$ cat config.mk
export PLATFORM = sky130hd
export DESIGN_NAME = bbsup_ctrl
export DESIGN_NICKNAME = d
export VERILOG_FILES = /design/src/bbsup_pkg.sv /design/src/bbsup_ctrl.sv
export VERILOG_INCLUDE_DIRS = /design/src /design/src/src
export SDC_FILE = /design/constraint.sdc
export NUM_CORES = 1
export LEC_CHECK = 0
export BUFFER_PORTS_ARGS = -buffer_cell sky130_fd_sc_hd__buf_2
export CORE_UTILIZATION = 53
export DETAILED_ROUTE_END_ITERATION = 6
export PLACE_DENSITY = 0.86
export SLEW_MARGIN = 20
export SYNTH_ARGS = -nofsm -noshare
export SYNTH_HDL_FRONTEND = slang
export SYNTH_SLANG_ARGS = --single-unit
$ cat constraint.sdc
create_clock -name aclk -period 3.6 [get_ports aclk]
set_input_delay 1.08 -clock aclk [delete_from_list [all_inputs] [get_ports aclk]]
set_output_delay 1.08 -clock aclk [all_outputs]
set_load 0.01 [all_outputs]
$ cat src/bbsup_defs.svh
`ifndef BBSUP_DEFS_SVH
`define BBSUP_DEFS_SVH

// ==========================================================
// register indexes; the byte address is four times the index
`define IDX_CTRL0       8'h00
`define IDX_CTRL1       8'h01
`define IDX_ENCTL       8'h0E
`define IDX_UVMARGIN    8'h0F
`define IDX_RAMPCFG     8'h10
`define IDX_VOUT_LO     8'h13
`define IDX_VOUT_HI     8'h14
`define IDX_UVBASE      8'h1A
`define IDX_STATUS      8'h30
`define IDX_INTCTL      8'h31
`define ADDR_CTRL0      (`IDX_CTRL0 << 2)
`define ADDR_CTRL1      (`IDX_CTRL1 << 2)
`define ADDR_ENCTL      (`IDX_ENCTL << 2)
`define ADDR_UVMARGIN   (`IDX_UVMARGIN << 2)
`define ADDR_RAMPCFG    (`IDX_RAMPCFG << 2)
`define ADDR_VOUT_LO    (`IDX_VOUT_LO << 2)
`define ADDR_VOUT_HI    (`IDX_VOUT_HI << 2)
`define ADDR_UVBASE     (`IDX_UVBASE << 2)
`define ADDR_STATUS     (`IDX_STATUS << 2)
`define ADDR_INTCTL     (`IDX_INTCTL << 2)

// ==========================================================
// field positions
`define C0_STANDBY      0
`define C0_KICK         1
`define C1_LDO_EN       0
`define C1_ILIM_LO      1
`define C1_ILIM_HI      2
`define C1_OCDIS        3
`define C1_WD_LO        4
`define C1_WD_HI        5
`define C1_THERM_LO     6
`define C1_THERM_HI     7
`define EN_SW_EN        0
`define EN_OVR          1
`define EN_SS_LO        2
`define EN_SS_HI        3
`define EN_START_LO     4
`define EN_START_HI     5
`define RC_SLEW_LO      0
`define RC_SLEW_HI      1
`define RC_DISCH        2
`define INT_CLEAR       0

// ==========================================================
// reset values
`define CTRL1_RST       8'h01
`define ENCTL_RST       8'h00
`define VOUT_RST        10'h0CE
`define UVBASE_RST      8'h40
`define UVMARGIN_RST    8'h04

// ==========================================================
// timing (clock 200 MHz)
`define CLK_HZ          200000000
`define OV_TIME_MS      100
`define OV_CYCLES       ((`CLK_HZ / 1000) * `OV_TIME_MS)
`define WD_UNIT_HZ      1
`define DLY_STEP_MS     1
`define RAMP_STEP_CYC   40'd4000
`define RAMP_STEP_W     40
`define TSHUT_C         8'd160
`define TSHUT_HYST_C    8'd30
`define OC_RUN_LEN      4'd8
`define RESP_OKAY       2'b00
`define RESP_SLVERR     2'b10

`endif

$ cat src/bbsup_pkg.sv
`default_nettype none
package bbsup_pkg;
  typedef enum logic [3:0] {
    ST_STANDBY = 4'b0001,
    ST_DELAY   = 4'b0010,
    ST_ACTIVE  = 4'b0100,
    ST_FAULT   = 4'b1000
  } sup_state_e;

  typedef struct packed {
    logic        sw_turn_off;
    logic        conv_enable;
    logic        ldo_enable;
    logic        soft_start;
    logic [1:0]  soft_start_sel;
    logic [1:0]  ilimit_sel;
    logic [1:0]  thermal_reduce;
    logic        discharge_on;
    logic [9:0]  vout_target;
    logic [7:0]  uv_threshold;
  } conv_ctrl_s;

  typedef struct packed {
    logic        over_current;
    logic        ov_input;
    logic        in_regulation;
    logic [7:0]  die_temp;
    logic [7:0]  vin_code;
    logic        cycle_start;
  } conv_sense_s;
endpackage : bbsup_pkg
`default_nettype wire

$ cat src/bbsup_ctrl.sv
// What this block does
// thermal field lowers current limit above threshold
// reset into standby; LDO bit independent
// active to standby on disable or force
// above 160 degrees disable, latch shutdown flag
// restart below 130; flag cleared on read
// overcurrent switch off, one clock behind the trip, only while it lasts
// eight consecutive limit cycles latch off
// latch cleared by disable bit or standby
// host kicks watchdog before timeout
// kick restarts count, self-clears; timeout faults
// two-bit timeout select, zero disables
// watchdog off and cleared in standby
// pin enables unless software override set
// standby force bit holds standby
// leave active on disable or long overvoltage
// setpoint is ten-bit code over two registers
// setpoint ramps at selected slew rate
// input below base minus margin restarts
// discharge sink on while lowering setpoint
// start-up delay timer before soft start
// soft start length from its own field
// interrupt on each standby entry
// interrupt on watchdog expiry, level held
// middle watchdog codes are parameters
//
// Our own choices: the AXI4-Lite slave port and the register offsets.
`include "bbsup_defs.svh"
`timescale 1ns/1ps
`default_nettype none
module bbsup_ctrl #(
  parameter int unsigned WD_T1_S   = 80,
  parameter int unsigned WD_T2_S   = 160,
  parameter int unsigned WD_T3_S   = 240,
  parameter int unsigned WD_T4_S   = 320,
  parameter int unsigned WD_TICK   = 200000000,
  parameter int unsigned OV_LIMIT  = `OV_CYCLES,
  parameter int unsigned DLY_TICK  = 200000
) (
  input  wire logic                 aclk,
  input  wire logic                 aresetn,
  input  wire logic [7:0]           s_axi_awaddr,
  input  wire logic                 s_axi_awvalid,
  output var  logic                 s_axi_awready,
  input  wire logic [31:0]          s_axi_wdata,
  input  wire logic [3:0]           s_axi_wstrb,
  input  wire logic                 s_axi_wvalid,
  output var  logic                 s_axi_wready,
  output var  logic [1:0]           s_axi_bresp,
  output var  logic                 s_axi_bvalid,
  input  wire logic                 s_axi_bready,
  input  wire logic [7:0]           s_axi_araddr,
  input  wire logic                 s_axi_arvalid,
  output var  logic                 s_axi_arready,
  output var  logic [31:0]          s_axi_rdata,
  output var  logic [1:0]           s_axi_rresp,
  output var  logic                 s_axi_rvalid,
  input  wire logic                 s_axi_rready,
  input  wire logic                 enable_pin,
  input  wire bbsup_pkg::conv_sense_s sense,
  output var  bbsup_pkg::conv_ctrl_s  ctrl,
  output var  logic                 interrupt_out_n
);
  import bbsup_pkg::*;

  // ==========================================================
  // register bus
  logic        aw_q, w_q;
  logic [7:0]  awaddr_q;
  logic [31:0] wdata_q;
  logic        wr_go;
  logic [7:0]  ctrl1_q, enctl_q, rampcfg_q, uvbase_q, uvmargin_q;
  logic [9:0]  vout_code_q;
  logic        standby_force_bit_q, kick_q, int_clear_q;
  logic        thermal_shutdown_flag_q, flag_rd_clr;
  sup_state_e  state_q;
  logic        oc_latch_q, int_pend_q, wd_expired_q;

  assign wr_go = aw_q && w_q && !s_axi_bvalid;

  always_ff @(posedge aclk) begin
    if (!aresetn) begin
      aw_q          <= 1'b0;
      w_q           <= 1'b0;
      awaddr_q      <= 8'h00;
      wdata_q       <= 32'h0000_0000;
      s_axi_awready <= 1'b0;
      s_axi_wready  <= 1'b0;
      s_axi_bvalid  <= 1'b0;
      s_axi_bresp   <= `RESP_OKAY;
    end else begin
      s_axi_awready <= !aw_q && !s_axi_awready && s_axi_awvalid;
      s_axi_wready  <= !w_q && !s_axi_wready && s_axi_wvalid;
      if (s_axi_awvalid && s_axi_awready) begin
        aw_q     <= 1'b1;
        awaddr_q <= s_axi_awaddr;
      end
      if (s_axi_wvalid && s_axi_wready) begin
        w_q     <= 1'b1;
        wdata_q <= s_axi_wdata;
      end
      if (wr_go) begin
        aw_q         <= 1'b0;
        w_q          <= 1'b0;
        s_axi_bvalid <= 1'b1;
        case (awaddr_q)
          `ADDR_CTRL0, `ADDR_CTRL1, `ADDR_ENCTL, `ADDR_UVMARGIN, `ADDR_RAMPCFG,
          `ADDR_VOUT_LO, `ADDR_VOUT_HI, `ADDR_UVBASE, `ADDR_INTCTL:
            s_axi_bresp <= `RESP_OKAY;
          default: s_axi_bresp <= `RESP_SLVERR;
        endcase
      end else if (s_axi_bvalid && s_axi_bready) begin
        s_axi_bvalid <= 1'b0;
      end
    end
  end

  // config registers; only byte lane 0 carries data
  always_ff @(posedge aclk) begin
    if (!aresetn) begin
      ctrl1_q             <= `CTRL1_RST;
      enctl_q             <= `ENCTL_RST;
      rampcfg_q           <= 8'h00;
      uvbase_q            <= `UVBASE_RST;
      uvmargin_q          <= `UVMARGIN_RST;
      vout_code_q         <= `VOUT_RST;
      standby_force_bit_q <= 1'b0;
      kick_q              <= 1'b0;
      int_clear_q         <= 1'b0;
    end else begin
      kick_q      <= 1'b0;
      int_clear_q <= 1'b0;
      if (wr_go && s_axi_wstrb[0]) begin
        case (awaddr_q)
          `ADDR_CTRL0: begin
            standby_force_bit_q <= wdata_q[`C0_STANDBY];
            kick_q              <= wdata_q[`C0_KICK];
          end
          `ADDR_CTRL1:    ctrl1_q     <= wdata_q[7:0];
          `ADDR_ENCTL:    enctl_q     <= wdata_q[7:0];
          `ADDR_UVMARGIN: uvmargin_q  <= wdata_q[7:0];
          `ADDR_RAMPCFG:  rampcfg_q   <= wdata_q[7:0];
          `ADDR_VOUT_LO:  vout_code_q[7:0] <= wdata_q[7:0];
          `ADDR_VOUT_HI:  vout_code_q[9:8] <= wdata_q[1:0];
          `ADDR_UVBASE:   uvbase_q    <= wdata_q[7:0];
          `ADDR_INTCTL:   int_clear_q <= wdata_q[`INT_CLEAR];
          default: ;
        endcase
      end
    end
  end

  // read channel, one cycle after address
  always_ff @(posedge aclk) begin
    if (!aresetn) begin
      s_axi_arready <= 1'b0;
      s_axi_rvalid  <= 1'b0;
      s_axi_rdata   <= 32'h0000_0000;
      s_axi_rresp   <= `RESP_OKAY;
    end else begin
      s_axi_arready <= !s_axi_rvalid && !s_axi_arready && s_axi_arvalid;
      if (s_axi_arvalid && s_axi_arready) begin
        s_axi_rvalid <= 1'b1;
        s_axi_rresp  <= `RESP_OKAY;
        case (s_axi_araddr)
          `ADDR_CTRL0:    s_axi_rdata <= {31'h0, standby_force_bit_q};
          `ADDR_CTRL1:    s_axi_rdata <= {24'h0, ctrl1_q};
          `ADDR_ENCTL:    s_axi_rdata <= {24'h0, enctl_q};
          `ADDR_UVMARGIN: s_axi_rdata <= {24'h0, uvmargin_q};
          `ADDR_RAMPCFG:  s_axi_rdata <= {24'h0, rampcfg_q};
          `ADDR_VOUT_LO:  s_axi_rdata <= {24'h0, vout_code_q[7:0]};
          `ADDR_VOUT_HI:  s_axi_rdata <= {30'h0, vout_code_q[9:8]};
          `ADDR_UVBASE:   s_axi_rdata <= {24'h0, uvbase_q};
          `ADDR_STATUS:   s_axi_rdata <= {24'h0, state_q, int_pend_q, wd_expired_q,
                                          oc_latch_q, thermal_shutdown_flag_q};
          `ADDR_INTCTL:   s_axi_rdata <= 32'h0000_0000;
          default: begin
            s_axi_rdata <= 32'h0000_0000;
            s_axi_rresp <= `RESP_SLVERR;
          end
        endcase
      end else if (s_axi_rvalid && s_axi_rready) begin
        s_axi_rvalid <= 1'b0;
      end
    end
  end

  assign flag_rd_clr = s_axi_arvalid && s_axi_arready && (s_axi_araddr == `ADDR_STATUS);

  // ==========================================================
  // protection
  logic       over_temp, hot_clear, thermal_hold_q, ov_long;
  logic [3:0] oc_run_q;
  logic [31:0] ov_cnt_q;
  logic       in_standby;

  assign in_standby = (state_q == ST_STANDBY);
  assign over_temp  = sense.die_temp > `TSHUT_C;
  assign hot_clear  = sense.die_temp < (`TSHUT_C - `TSHUT_HYST_C);
  assign ov_long    = ov_cnt_q >= OV_LIMIT;

  always_ff @(posedge aclk) begin
    if (!aresetn) begin
      thermal_hold_q          <= 1'b0;
      thermal_shutdown_flag_q <= 1'b0;
    end else begin
      if (over_temp) thermal_hold_q <= 1'b1;
      else if (hot_clear) thermal_hold_q <= 1'b0;
      // set wins over a read clear
      if (over_temp) thermal_shutdown_flag_q <= 1'b1;
      else if (flag_rd_clr) thermal_shutdown_flag_q <= 1'b0;
    end
  end

  // counts limit hits per switching cycle
  always_ff @(posedge aclk) begin
    if (!aresetn) begin
      oc_run_q   <= 4'd0;
      oc_latch_q <= 1'b0;
    end else begin
      if (sense.cycle_start) begin
        if (sense.over_current) oc_run_q <= (oc_run_q == `OC_RUN_LEN) ? oc_run_q
                                                                   : oc_run_q + 4'd1;
        else oc_run_q <= 4'd0;
      end
      if (ctrl1_q[`C1_OCDIS] || in_standby) oc_latch_q <= 1'b0;
      else if (sense.cycle_start && sense.over_current && oc_run_q == `OC_RUN_LEN - 4'd1)
        oc_latch_q <= 1'b1;
    end
  end

  always_ff @(posedge aclk) begin
    if (!aresetn) ov_cnt_q <= 32'd0;
    else if (!sense.ov_input || state_q != ST_ACTIVE) ov_cnt_q <= 32'd0;
    else if (!ov_long) ov_cnt_q <= ov_cnt_q + 32'd1;
  end

  // ==========================================================
  // watchdog
  logic [31:0] wd_tick_q;
  logic [8:0]  wd_sec_q;
  logic [8:0]  wd_limit;
  logic        wd_on;

  always_comb begin
    case (ctrl1_q[`C1_WD_HI:`C1_WD_LO])
      2'b01:   wd_limit = 9'(WD_T1_S);
      2'b10:   wd_limit = 9'(WD_T2_S);
      2'b11:   wd_limit = 9'(WD_T4_S);
      default: wd_limit = 9'(WD_T3_S);
    endcase
  end
  assign wd_on = (ctrl1_q[`C1_WD_HI:`C1_WD_LO] != 2'b00) && !in_standby;

  always_ff @(posedge aclk) begin
    if (!aresetn) begin
      wd_tick_q    <= 32'd0;
      wd_sec_q     <= 9'd0;
      wd_expired_q <= 1'b0;
    end else if (!wd_on || kick_q) begin
      wd_tick_q <= 32'd0;
      wd_sec_q  <= 9'd0;
      if (kick_q || in_standby || !wd_on) wd_expired_q <= 1'b0;
    end else if (wd_sec_q >= wd_limit) begin
      wd_expired_q <= 1'b1;
    end else if (wd_tick_q == WD_TICK - 1) begin
      wd_tick_q <= 32'd0;
      wd_sec_q  <= wd_sec_q + 9'd1;
    end else begin
      wd_tick_q <= wd_tick_q + 32'd1;
    end
  end

  // ==========================================================
  // enable and state machine
  logic        enabled, uv_trip, dly_done;
  logic [31:0] dly_cnt_q, dly_target;
  logic [7:0]  uv_thresh;

  assign enabled   = enctl_q[`EN_OVR] ? enctl_q[`EN_SW_EN] : enable_pin;
  assign uv_thresh = uvbase_q - uvmargin_q;
  assign uv_trip   = sense.vin_code < uv_thresh;
  always_comb begin
    case (enctl_q[`EN_START_HI:`EN_START_LO])
      2'b00:   dly_target = 32'd0;
      2'b01:   dly_target = 32'd10 * DLY_TICK;
      2'b10:   dly_target = 32'd100 * DLY_TICK;
      default: dly_target = 32'd1000 * DLY_TICK;
    endcase
  end
  assign dly_done = dly_cnt_q >= dly_target;

  always_ff @(posedge aclk) begin
    if (!aresetn) begin
      state_q   <= ST_STANDBY;
      dly_cnt_q <= 32'd0;
    end else begin
      case (state_q)
        ST_STANDBY: begin
          dly_cnt_q <= 32'd0;
          if (enabled && !standby_force_bit_q) state_q <= ST_DELAY;
        end
        ST_DELAY: begin
          if (!enabled || standby_force_bit_q) state_q <= ST_STANDBY;
          else if (dly_done && !thermal_hold_q && !uv_trip && !oc_latch_q)
            state_q <= ST_ACTIVE;
          else if (!dly_done) dly_cnt_q <= dly_cnt_q + 32'd1;
        end
        ST_ACTIVE: begin
          if (!enabled || standby_force_bit_q || ov_long) state_q <= ST_STANDBY;
          else if (wd_expired_q) state_q <= ST_FAULT;
          else if (thermal_hold_q || uv_trip || oc_latch_q) begin
            state_q   <= ST_DELAY;
            dly_cnt_q <= 32'd0;
          end
        end
        ST_FAULT: begin
          if (!enabled || standby_force_bit_q) state_q <= ST_STANDBY;
          else if (!wd_expired_q) state_q <= ST_DELAY;
        end
        default: state_q <= ST_STANDBY;
      endcase
    end
  end

  // ==========================================================
  // interrupt
  logic was_standby_q;
  always_ff @(posedge aclk) begin
    if (!aresetn) begin
      was_standby_q   <= 1'b1;
      int_pend_q      <= 1'b0;
      interrupt_out_n <= 1'b1;
    end else begin
      was_standby_q <= in_standby;
      if ((in_standby && !was_standby_q) || wd_expired_q) int_pend_q <= 1'b1;
      else if (int_clear_q) int_pend_q <= 1'b0;
      interrupt_out_n <= !int_pend_q;
    end
  end

  // ==========================================================
  // setpoint ramp and converter outputs
  logic [9:0]  ramp_q;
  logic [39:0] ramp_cnt_q, ramp_step;
  always_comb begin
    case (rampcfg_q[`RC_SLEW_HI:`RC_SLEW_LO])
      2'b00:   ramp_step = `RAMP_STEP_CYC;
      2'b01:   ramp_step = `RAMP_STEP_CYC * 40'd2;
      2'b10:   ramp_step = `RAMP_STEP_CYC * 40'd5;
      default: ramp_step = `RAMP_STEP_CYC * 40'd10;
    endcase
  end

  always_ff @(posedge aclk) begin
    if (!aresetn) begin
      ramp_q     <= `VOUT_RST;
      ramp_cnt_q <= 40'd0;
    end else if (ramp_q == vout_code_q) begin
      ramp_cnt_q <= 40'd0;
    end else if (ramp_cnt_q >= ramp_step - 40'd1) begin
      ramp_cnt_q <= 40'd0;
      ramp_q     <= (ramp_q < vout_code_q) ? ramp_q + 10'd1 : ramp_q - 10'd1;
    end else begin
      ramp_cnt_q <= ramp_cnt_q + 40'd1;
    end
  end

  always_ff @(posedge aclk) begin
    if (!aresetn) begin
      ctrl <= '0;
    end else begin
      ctrl.sw_turn_off    <= sense.over_current;
      ctrl.conv_enable    <= (state_q == ST_ACTIVE);
      ctrl.ldo_enable     <= ctrl1_q[`C1_LDO_EN];
      ctrl.soft_start     <= (state_q == ST_DELAY) && dly_done;
      ctrl.soft_start_sel <= enctl_q[`EN_SS_HI:`EN_SS_LO];
      ctrl.ilimit_sel     <= ctrl1_q[`C1_ILIM_HI:`C1_ILIM_LO];
      ctrl.thermal_reduce <= (ctrl1_q[`C1_THERM_HI:`C1_THERM_LO] != 2'b00 &&
        sense.die_temp > (8'd60 + {5'd0, ctrl1_q[`C1_THERM_HI:`C1_THERM_LO], 1'b0} * 8'd10))
        ? ctrl1_q[`C1_THERM_HI:`C1_THERM_LO] : 2'b00;
      ctrl.discharge_on   <= rampcfg_q[`RC_DISCH] && (ramp_q > vout_code_q ||
                             (ctrl.discharge_on && !sense.in_regulation));
      ctrl.vout_target    <= ramp_q;
      ctrl.uv_threshold   <= uv_thresh;
    end
  end

  // ==========================================================
  // checks
  standby_hold_a: assert property (@(posedge aclk) disable iff (!aresetn)
    standby_force_bit_q |=> state_q == ST_STANDBY || $past(state_q) == ST_STANDBY)
    else $error("left standby while forced");
  therm_flag_a: assert property (@(posedge aclk) disable iff (!aresetn)
    over_temp |=> thermal_shutdown_flag_q)
    else $error("shutdown flag not set");
  kick_clear_a: assert property (@(posedge aclk) disable iff (!aresetn)
    kick_q |=> !kick_q && wd_sec_q == 9'd0)
    else $error("kick did not restart watchdog");
  wd_standby_a: assert property (@(posedge aclk) disable iff (!aresetn)
    in_standby |=> wd_sec_q == 9'd0)
    else $error("watchdog counts in standby");
  oc_clear_a: assert property (@(posedge aclk) disable iff (!aresetn)
    ctrl1_q[`C1_OCDIS] |=> !oc_latch_q)
    else $error("overcurrent latch held");
  conv_off_a: assert property (@(posedge aclk) disable iff (!aresetn)
    state_q == ST_STANDBY |=> !ctrl.conv_enable)
    else $error("converter on in standby");
  irq_entry_a: assert property (@(posedge aclk) disable iff (!aresetn)
    in_standby && !was_standby_q |=> ##1 !interrupt_out_n)
    else $error("no interrupt on standby entry");
  uv_exit_a: assert property (@(posedge aclk) disable iff (!aresetn)
    state_q == ST_ACTIVE && uv_trip && enabled && !standby_force_bit_q && !ov_long
    && !wd_expired_q |=> state_q == ST_DELAY)
    else $error("undervoltage did not restart");
endmodule : bbsup_ctrl
`default_nettype wire

Yosys cells after proc, flatten, opt, wreduce, memory -nomap -nowiden
Index checks and enable logic that the tools add are counted.
W data, S select, Z words.
Storage, ports and cells
  output and inout bits: 71
  bits of input ports: 80
  logic and storage cells: 250
  register bits after elaboration: 311
Operators by class
  eq/ne operators: 45
  multipliers: 1
  bitwise gates (word level): 3
  add/subtract/negate cells: 11
  reductions and logical operators: 93
  magnitude comparators: 10
  muxes and demuxes: 40
Operators by type and width (number)
  $mux W32: 7
  $add A32 B1 Y32 const B: 3
  $pmux W32 S3: 1
  $pmux W28 S3: 1
  $pmux W8 S9: 1
  $eq A8 B7 Y1 const B: 8
  $pmux W16 S3: 1
  $add A40 B1 Y40 const B: 1
  $ge A40 B40 Y1: 1
  $mux W4: 10
  $sub A40 B1 Y40 const B: 1
  $eq A32 B28 Y1 const B: 1
  $eq A8 B6 Y1 const B: 4
  $ge A32 B25 Y1 const B: 1
  $ge A32 B32 Y1: 1
  $logic_and A1 B1 Y1: 27
  $pmux W9 S3: 1
  $reduce_and A2 Y1: 13
  $eq A8 B8 Y1 const B: 3
  $logic_not A1 Y1: 18
  $eq A8 B3 Y1 const B: 2
  $logic_not A8 Y1: 2
  $pmux W4 S4: 1
  $reduce_bool A2 Y1: 8
  40 further kinds: 86

Logic depth before layout (Yosys ltp)
  word-level depth: 9
  gate-level depth with buffers: 20
  mapped depth without buffers: 18

Least setup slack after synthesis
Ideal clock, no wire load.
  kind: register to register
  start: register vout_code_q[3]
  end: register ramp_q[9]
  data required time: 3.477 ns
  arrival: 3.697 ns
  path slack: -0.220 ns
  buffers on the path: 0
  setup time: 0.123 ns
  clock period less this slack: 3.820 ns
  cell stages (with the launch flop): 16
  path through: dfxtp_1 -> inv_1 -> ha_1 -> a21o_1 -> a21oi_1 -> nor3b_1 -> a2111oi_0 -> inv_1 -> ha_1 -> a21oi_1 -> o211ai_1 -> o41ai_1 -> o21ai_0 -> xnor2_1 -> nand2_1 -> mux2_1
On the way
  longest elaborated chain between the ends: 3
  elaborated cells between the ends (all ways): 5
  classes of those cells: order compare (1); eq/ne (1); mux (1); bitwise (1); reduce/logical (1)
Ends and longest elaborated chain
  start: declaration: RTL line bbsup_ctrl.sv:73  | logic [9:0] vout_code_q;
  start signal: assignment: RTL line bbsup_ctrl.sv:126  | vout_code_q <= `VOUT_RST;
  start signal: assignment: RTL line bbsup_ctrl.sv:143  | `ADDR_VOUT_LO: vout_code_q[7:0] <= wdata_q[7:0];
  parallel branches: the longest is 3 deep, another holds $lt A10 B10 Y1
  end signal: assignment: RTL line bbsup_ctrl.sv:357  | ramp_q <= `VOUT_RST;
  end signal: assignment: RTL line bbsup_ctrl.sv:363  | ramp_q <= (ramp_q < vout_code_q) ? ramp_q + 10'd1 : ramp_q - 10'd1;
  end: declaration: RTL line bbsup_ctrl.sv:344  | logic [9:0] ramp_q;
Parallel ways; which one is timed is not known.
A chain may end at the register's enable or synchronous reset.

Worst setup path after layout
  start: register uvbase_q[0]
  end: register dly_cnt_q[7]
On the way
  longest elaborated chain between the ends: 7
  elaborated cells between the ends (all ways): 10
  classes of those cells: add/sub (1); order compare (1); eq/ne (2); reduce/logical (6)
Ends and longest elaborated chain
  start: declaration: RTL line bbsup_ctrl.sv:72  | logic [7:0] ctrl1_q, enctl_q, rampcfg_q, uvbase_q, uvmargin_q;
  start signal: assignment: RTL line bbsup_ctrl.sv:124  | uvbase_q <= `UVBASE_RST;
  start signal: assignment: RTL line bbsup_ctrl.sv:145  | `ADDR_UVBASE: uvbase_q <= wdata_q[7:0];
  $sub A8 B8 Y8 (*): RTL line bbsup_ctrl.sv:281  | assign uv_thresh = uvbase_q - uvmargin_q;
  $lt A8 B8 Y1 (*): RTL line bbsup_ctrl.sv:282  | assign uv_trip = sense.vin_code < uv_thresh;
  $logic_not A1 Y1: RTL line bbsup_ctrl.sv:305  | else if (dly_done && !thermal_hold_q && !uv_trip && !oc_latch_q)
  $logic_and A1 B1 Y1 (2 in a row): RTL line bbsup_ctrl.sv:305
  $ne A2 B2 Y1 (no source line)
  $reduce_and A7 Y1 (no source line) (*)
  end signal: assignment: RTL line bbsup_ctrl.sv:307  | else if (!dly_done) dly_cnt_q <= dly_cnt_q + 32'd1;
  end: declaration: RTL line bbsup_ctrl.sv:277  | logic [31:0] dly_cnt_q, dly_target;
Mark *: on every way between the ends. The rest lies on a longest branch, timed or not.

==> results.md <==
- Via count: 12100
- Total power: 0.00803 W
- Multi-input logic area: 7930 sq um
- RSZ-0062 raised after global routing: true
- Synth unique cells: 76
- Setup tns final: -41.6 ps
- Mapped Avg Cell Area: 8.71 sq um
- Htree depth: 1
- Worst skew pair latency: 570 ps
- Width of the die: 163 um
- Nature of the critical path endpoint: register
- Die H: 163 um
- Drt first pass iters: 5
- GRT Overall Usage: 24.5%
- Hold Fails Final Rpt: 0
- Status: complete, but fails checks
- Port Buffer Count: 97
- Post-synthesis cell area: 13700 sq um
- Pleak: 6.62 nW
- Fillers: 1951
- Gr ovfl total: 0
- Critical Path Most Common Cell: nand2_2
- Initial antenna violation count: 0
- DRC Markers: 0
- CP startpoint kind: register
- Fraction of layout cells with a size suffix above 1: 17.1%
- Crit share post-route: 100%
- IO Count: 151
- Min-delay src: s_axi_rvalid
- Antenna Nets Post-Route: 0
- Placed wire-length estimate: 23900 um
- Crit Reg-Reg Startpoint: uvbase_q[0]
- Diodes inserted: 0
- Worst EP required: 3990 ps
- Post-Route WL: 34600 um
- Largest vdd supply drop: 0.000476 V
- Crit path launch: uvbase_q[0]
- Total of max-cap violations: 0
- Sequential fraction of the synthesis area: 41.5%
- Fin nets: 1890
- Drt via density: 5.85
- Hold_ws: 446 ps
- Hold Crit Class: register to register
- CP Buf/Inv Count: 4
- Cells after Synth: 1578
- DR WL/cell: 16.7 um
- Starting DRT DRC Count: 1289
- Critical Path, Cell by Cell: inv_2 > ha_4 > inv_2 > fa_2 > nand2_2 > nand2_2 > a21oi_2 > o21bai_1 > a21oi_1 > xor2_1 > ha_1 > nand2_2 > nor3_2 > a21oi_2 > a221o_1 > nand2_4 > clkbuf_16 > buf_12 > o311ai_4 > o41ai_2
- Synth async-reset ratio: 0%
- Initial Util: 54.3%
- CP arrival: 4010 ps
- Final Setup Violations: 4
- Post-layout minimum cycle time: 3620 ps
- Die footprint: 26600 sq um
- Slowest CP cell: fa_2
- CP top delay family: compound AO/OA/AOI/OAI gates
- Global-route wire length before repair: 53700 um
- Critical path fanouts, max: 8
- Core area: 25300 sq um
- Clock transition at path regs: 60 ps
- Most common cell after layout, fill and taps aside: dfxtp_1
- Post-CTS Hold Fix Bufs: 0
- Synth warn: 0
- Area Growth Syn to Fin: 18.5%
- Pre-CTS WS: -118 ps
- Slew @ Worst Pin: 874 ps
- Top FF cell, synth: dfxtp_1
- Final worst slack: -15.0 ps
- Max-slew violations: 0
- Post-synth EDFFs: 0
- Rel. slew slack: 41.3%
- Synth Register Bits: 285
- Vias in the first global route: 11300
- Crit-path max cell delay: 360 ps
- Max Clock Skew: 45.0 ps
- Placer Congestion: 0.915
- Row cnt: 58
- Max Clock Freq: 277 MHz
- Largest net degree at the start of global routing: 58
- CTS tree: yes
- Register area: 5710 sq um
- CTS sink cnt: 285
- Root Driver: clkbuf_16
- Pwr per Cell Area: 493 nW/um^2
- Clock Path Buffers: 3
- Cts bufs inserted: 28
- Most frequent cells in the layout: dfxtp_1, nor2_1, nand2_1, buf_2, ha_1
- WS Path Type: register to register
- Failing checks: negative setup slack
## cell usage after synthesis, types with 6 or more instances
| cell type | instances | area, sq um |
|---|---|---|
| a211o_1 | 6 | 52.6 |
| a21oi_1 | 83 | 415 |
| a221oi_1 | 6 | 52.6 |
| a222oi_1 | 6 | 60.1 |
| a22oi_1 | 11 | 82.6 |
| and2_1 | 26 | 163 |
| and3_1 | 40 | 250 |
| and4_1 | 9 | 78.8 |
| buf_4 | 26 | 195 |
| clkbuf_1 | 57 | 214 |
| dfxtp_1 | 285 | 5710 |
| ha_1 | 82 | 1030 |
| inv_1 | 68 | 255 |
| mux2i_1 | 65 | 651 |
| nand2_1 | 145 | 544 |
| nand2b_1 | 10 | 62.6 |
| nand3_1 | 50 | 250 |
| nand4_1 | 40 | 250 |
| nor2_1 | 198 | 743 |
| nor2b_1 | 13 | 81.3 |
| nor3_1 | 32 | 160 |
| nor4_1 | 18 | 113 |
| o211ai_1 | 7 | 52.6 |
| o21a_1 | 10 | 75.1 |
| o21ai_0 | 24 | 120 |
| o21ai_1 | 18 | 90.1 |
| o31ai_1 | 23 | 173 |
| or3_1 | 15 | 93.8 |
| or4_1 | 27 | 203 |
| xnor2_1 | 30 | 263 |
| xor2_1 | 54 | 473 |
## sequential cells by signal, indices dropped and copies added, names as in the netlist, 4 cells and up
register,flops
ov_cnt_q,32
uvmargin_q,8
wdata_q,8
ramp_cnt_q,40
uvbase_q,8
awaddr_q,8
rampcfg_q,8
wd_tick_q,32
ctrl,29
oc_run_q,4
ramp_q,10
ctrl1_q,8
s_axi_rdata,8
dly_cnt_q,32
vout_code_q,10
state_q,4
enctl_q,8
wd_sec_q,9
## cell type report
| class | instances | share of cell area, % |
|---|---|---|
| inverters | 68 | 1.57 |
| clock buffers | 42 | 4.99 |
| flip-flops and latches | 285 | 35.0 |
| well taps | 330 | 2.53 |
| repair buffers | 161 | 6.57 |
| multi-input cells | 1182 | 48.7 |
| clock inverters | 8 | 0.591 |
## cells by family (layout without fill, tap and decap cells)
kind of cell | count (synthesis) | after routing | share of synthesized area [%]
and+or+nand+nor | 651 | 651 | 23.5
DFF | 285 | 285 | 41.5
AOI/OAI and AO/OA | 246 | 246 | 11.8
buffers and inverters | 159 | 279 | 5.17
adders and majority gates | 84 | 84 | 7.75
xor gates and xnor gates | 84 | 84 | 5.35
muxes | 67 | 67 | 4.90
other | 2 | 50 | 0.0546
## power by group
part	total (W)	switching, W	internal [W]
registers	0.00336	0.0000931	0.00327
logic	0.00181	0.000961	0.000851
clock network	0.00285	0.00122	0.00164
total	0.00803	0.00227	0.00576
## final timing paths
check	depth (start not counted)	to	slack [ps]
worst max-delay path	20	dly_cnt_q[7]	-20
worst min-delay path	1	s_axi_arready	450
worst max register to register	20	dly_cnt_q[7]	-20
worst min register to register	1	s_axi_arready	450
## metal layers
metal / share of wire (%) / vias up / GRT usage [%] / routed length, um
met5: 0 / - / 0 / 0
met4: 2.8 / 0 / 7.43 / 967
met3: 8.0 / 79 / 4.62 / 2770
met2: 47 / 515 / 41.5 / 16400
met1: 42 / 5747 / 31.5 / 14500
li1: - / 5796 / - / -
## stage by stage
| step | utilization [%] | std cells | area, sq um |
|---|---|---|---|
| finish | 64.3 | 2076 | 16300 |
| floorplan | - | 1626 | 13900 |
| global placement | 58.3 | 2010 | 14800 |
| CTS | 62.3 | 2064 | 15800 |
| global route | 64.3 | 2076 | 16300 |
| detailed placement | 58.3 | 2010 | 14800 |
## repair_timing
item,in CTS,in global routing
endpoints found under the setup margin,25,34
cloned,0,4
setup buffers,4,9
endpoints found under the hold margin,0,0
pin swaps,11,62
gates resized for setup,15,82
(Power assumes the default switching activity.)
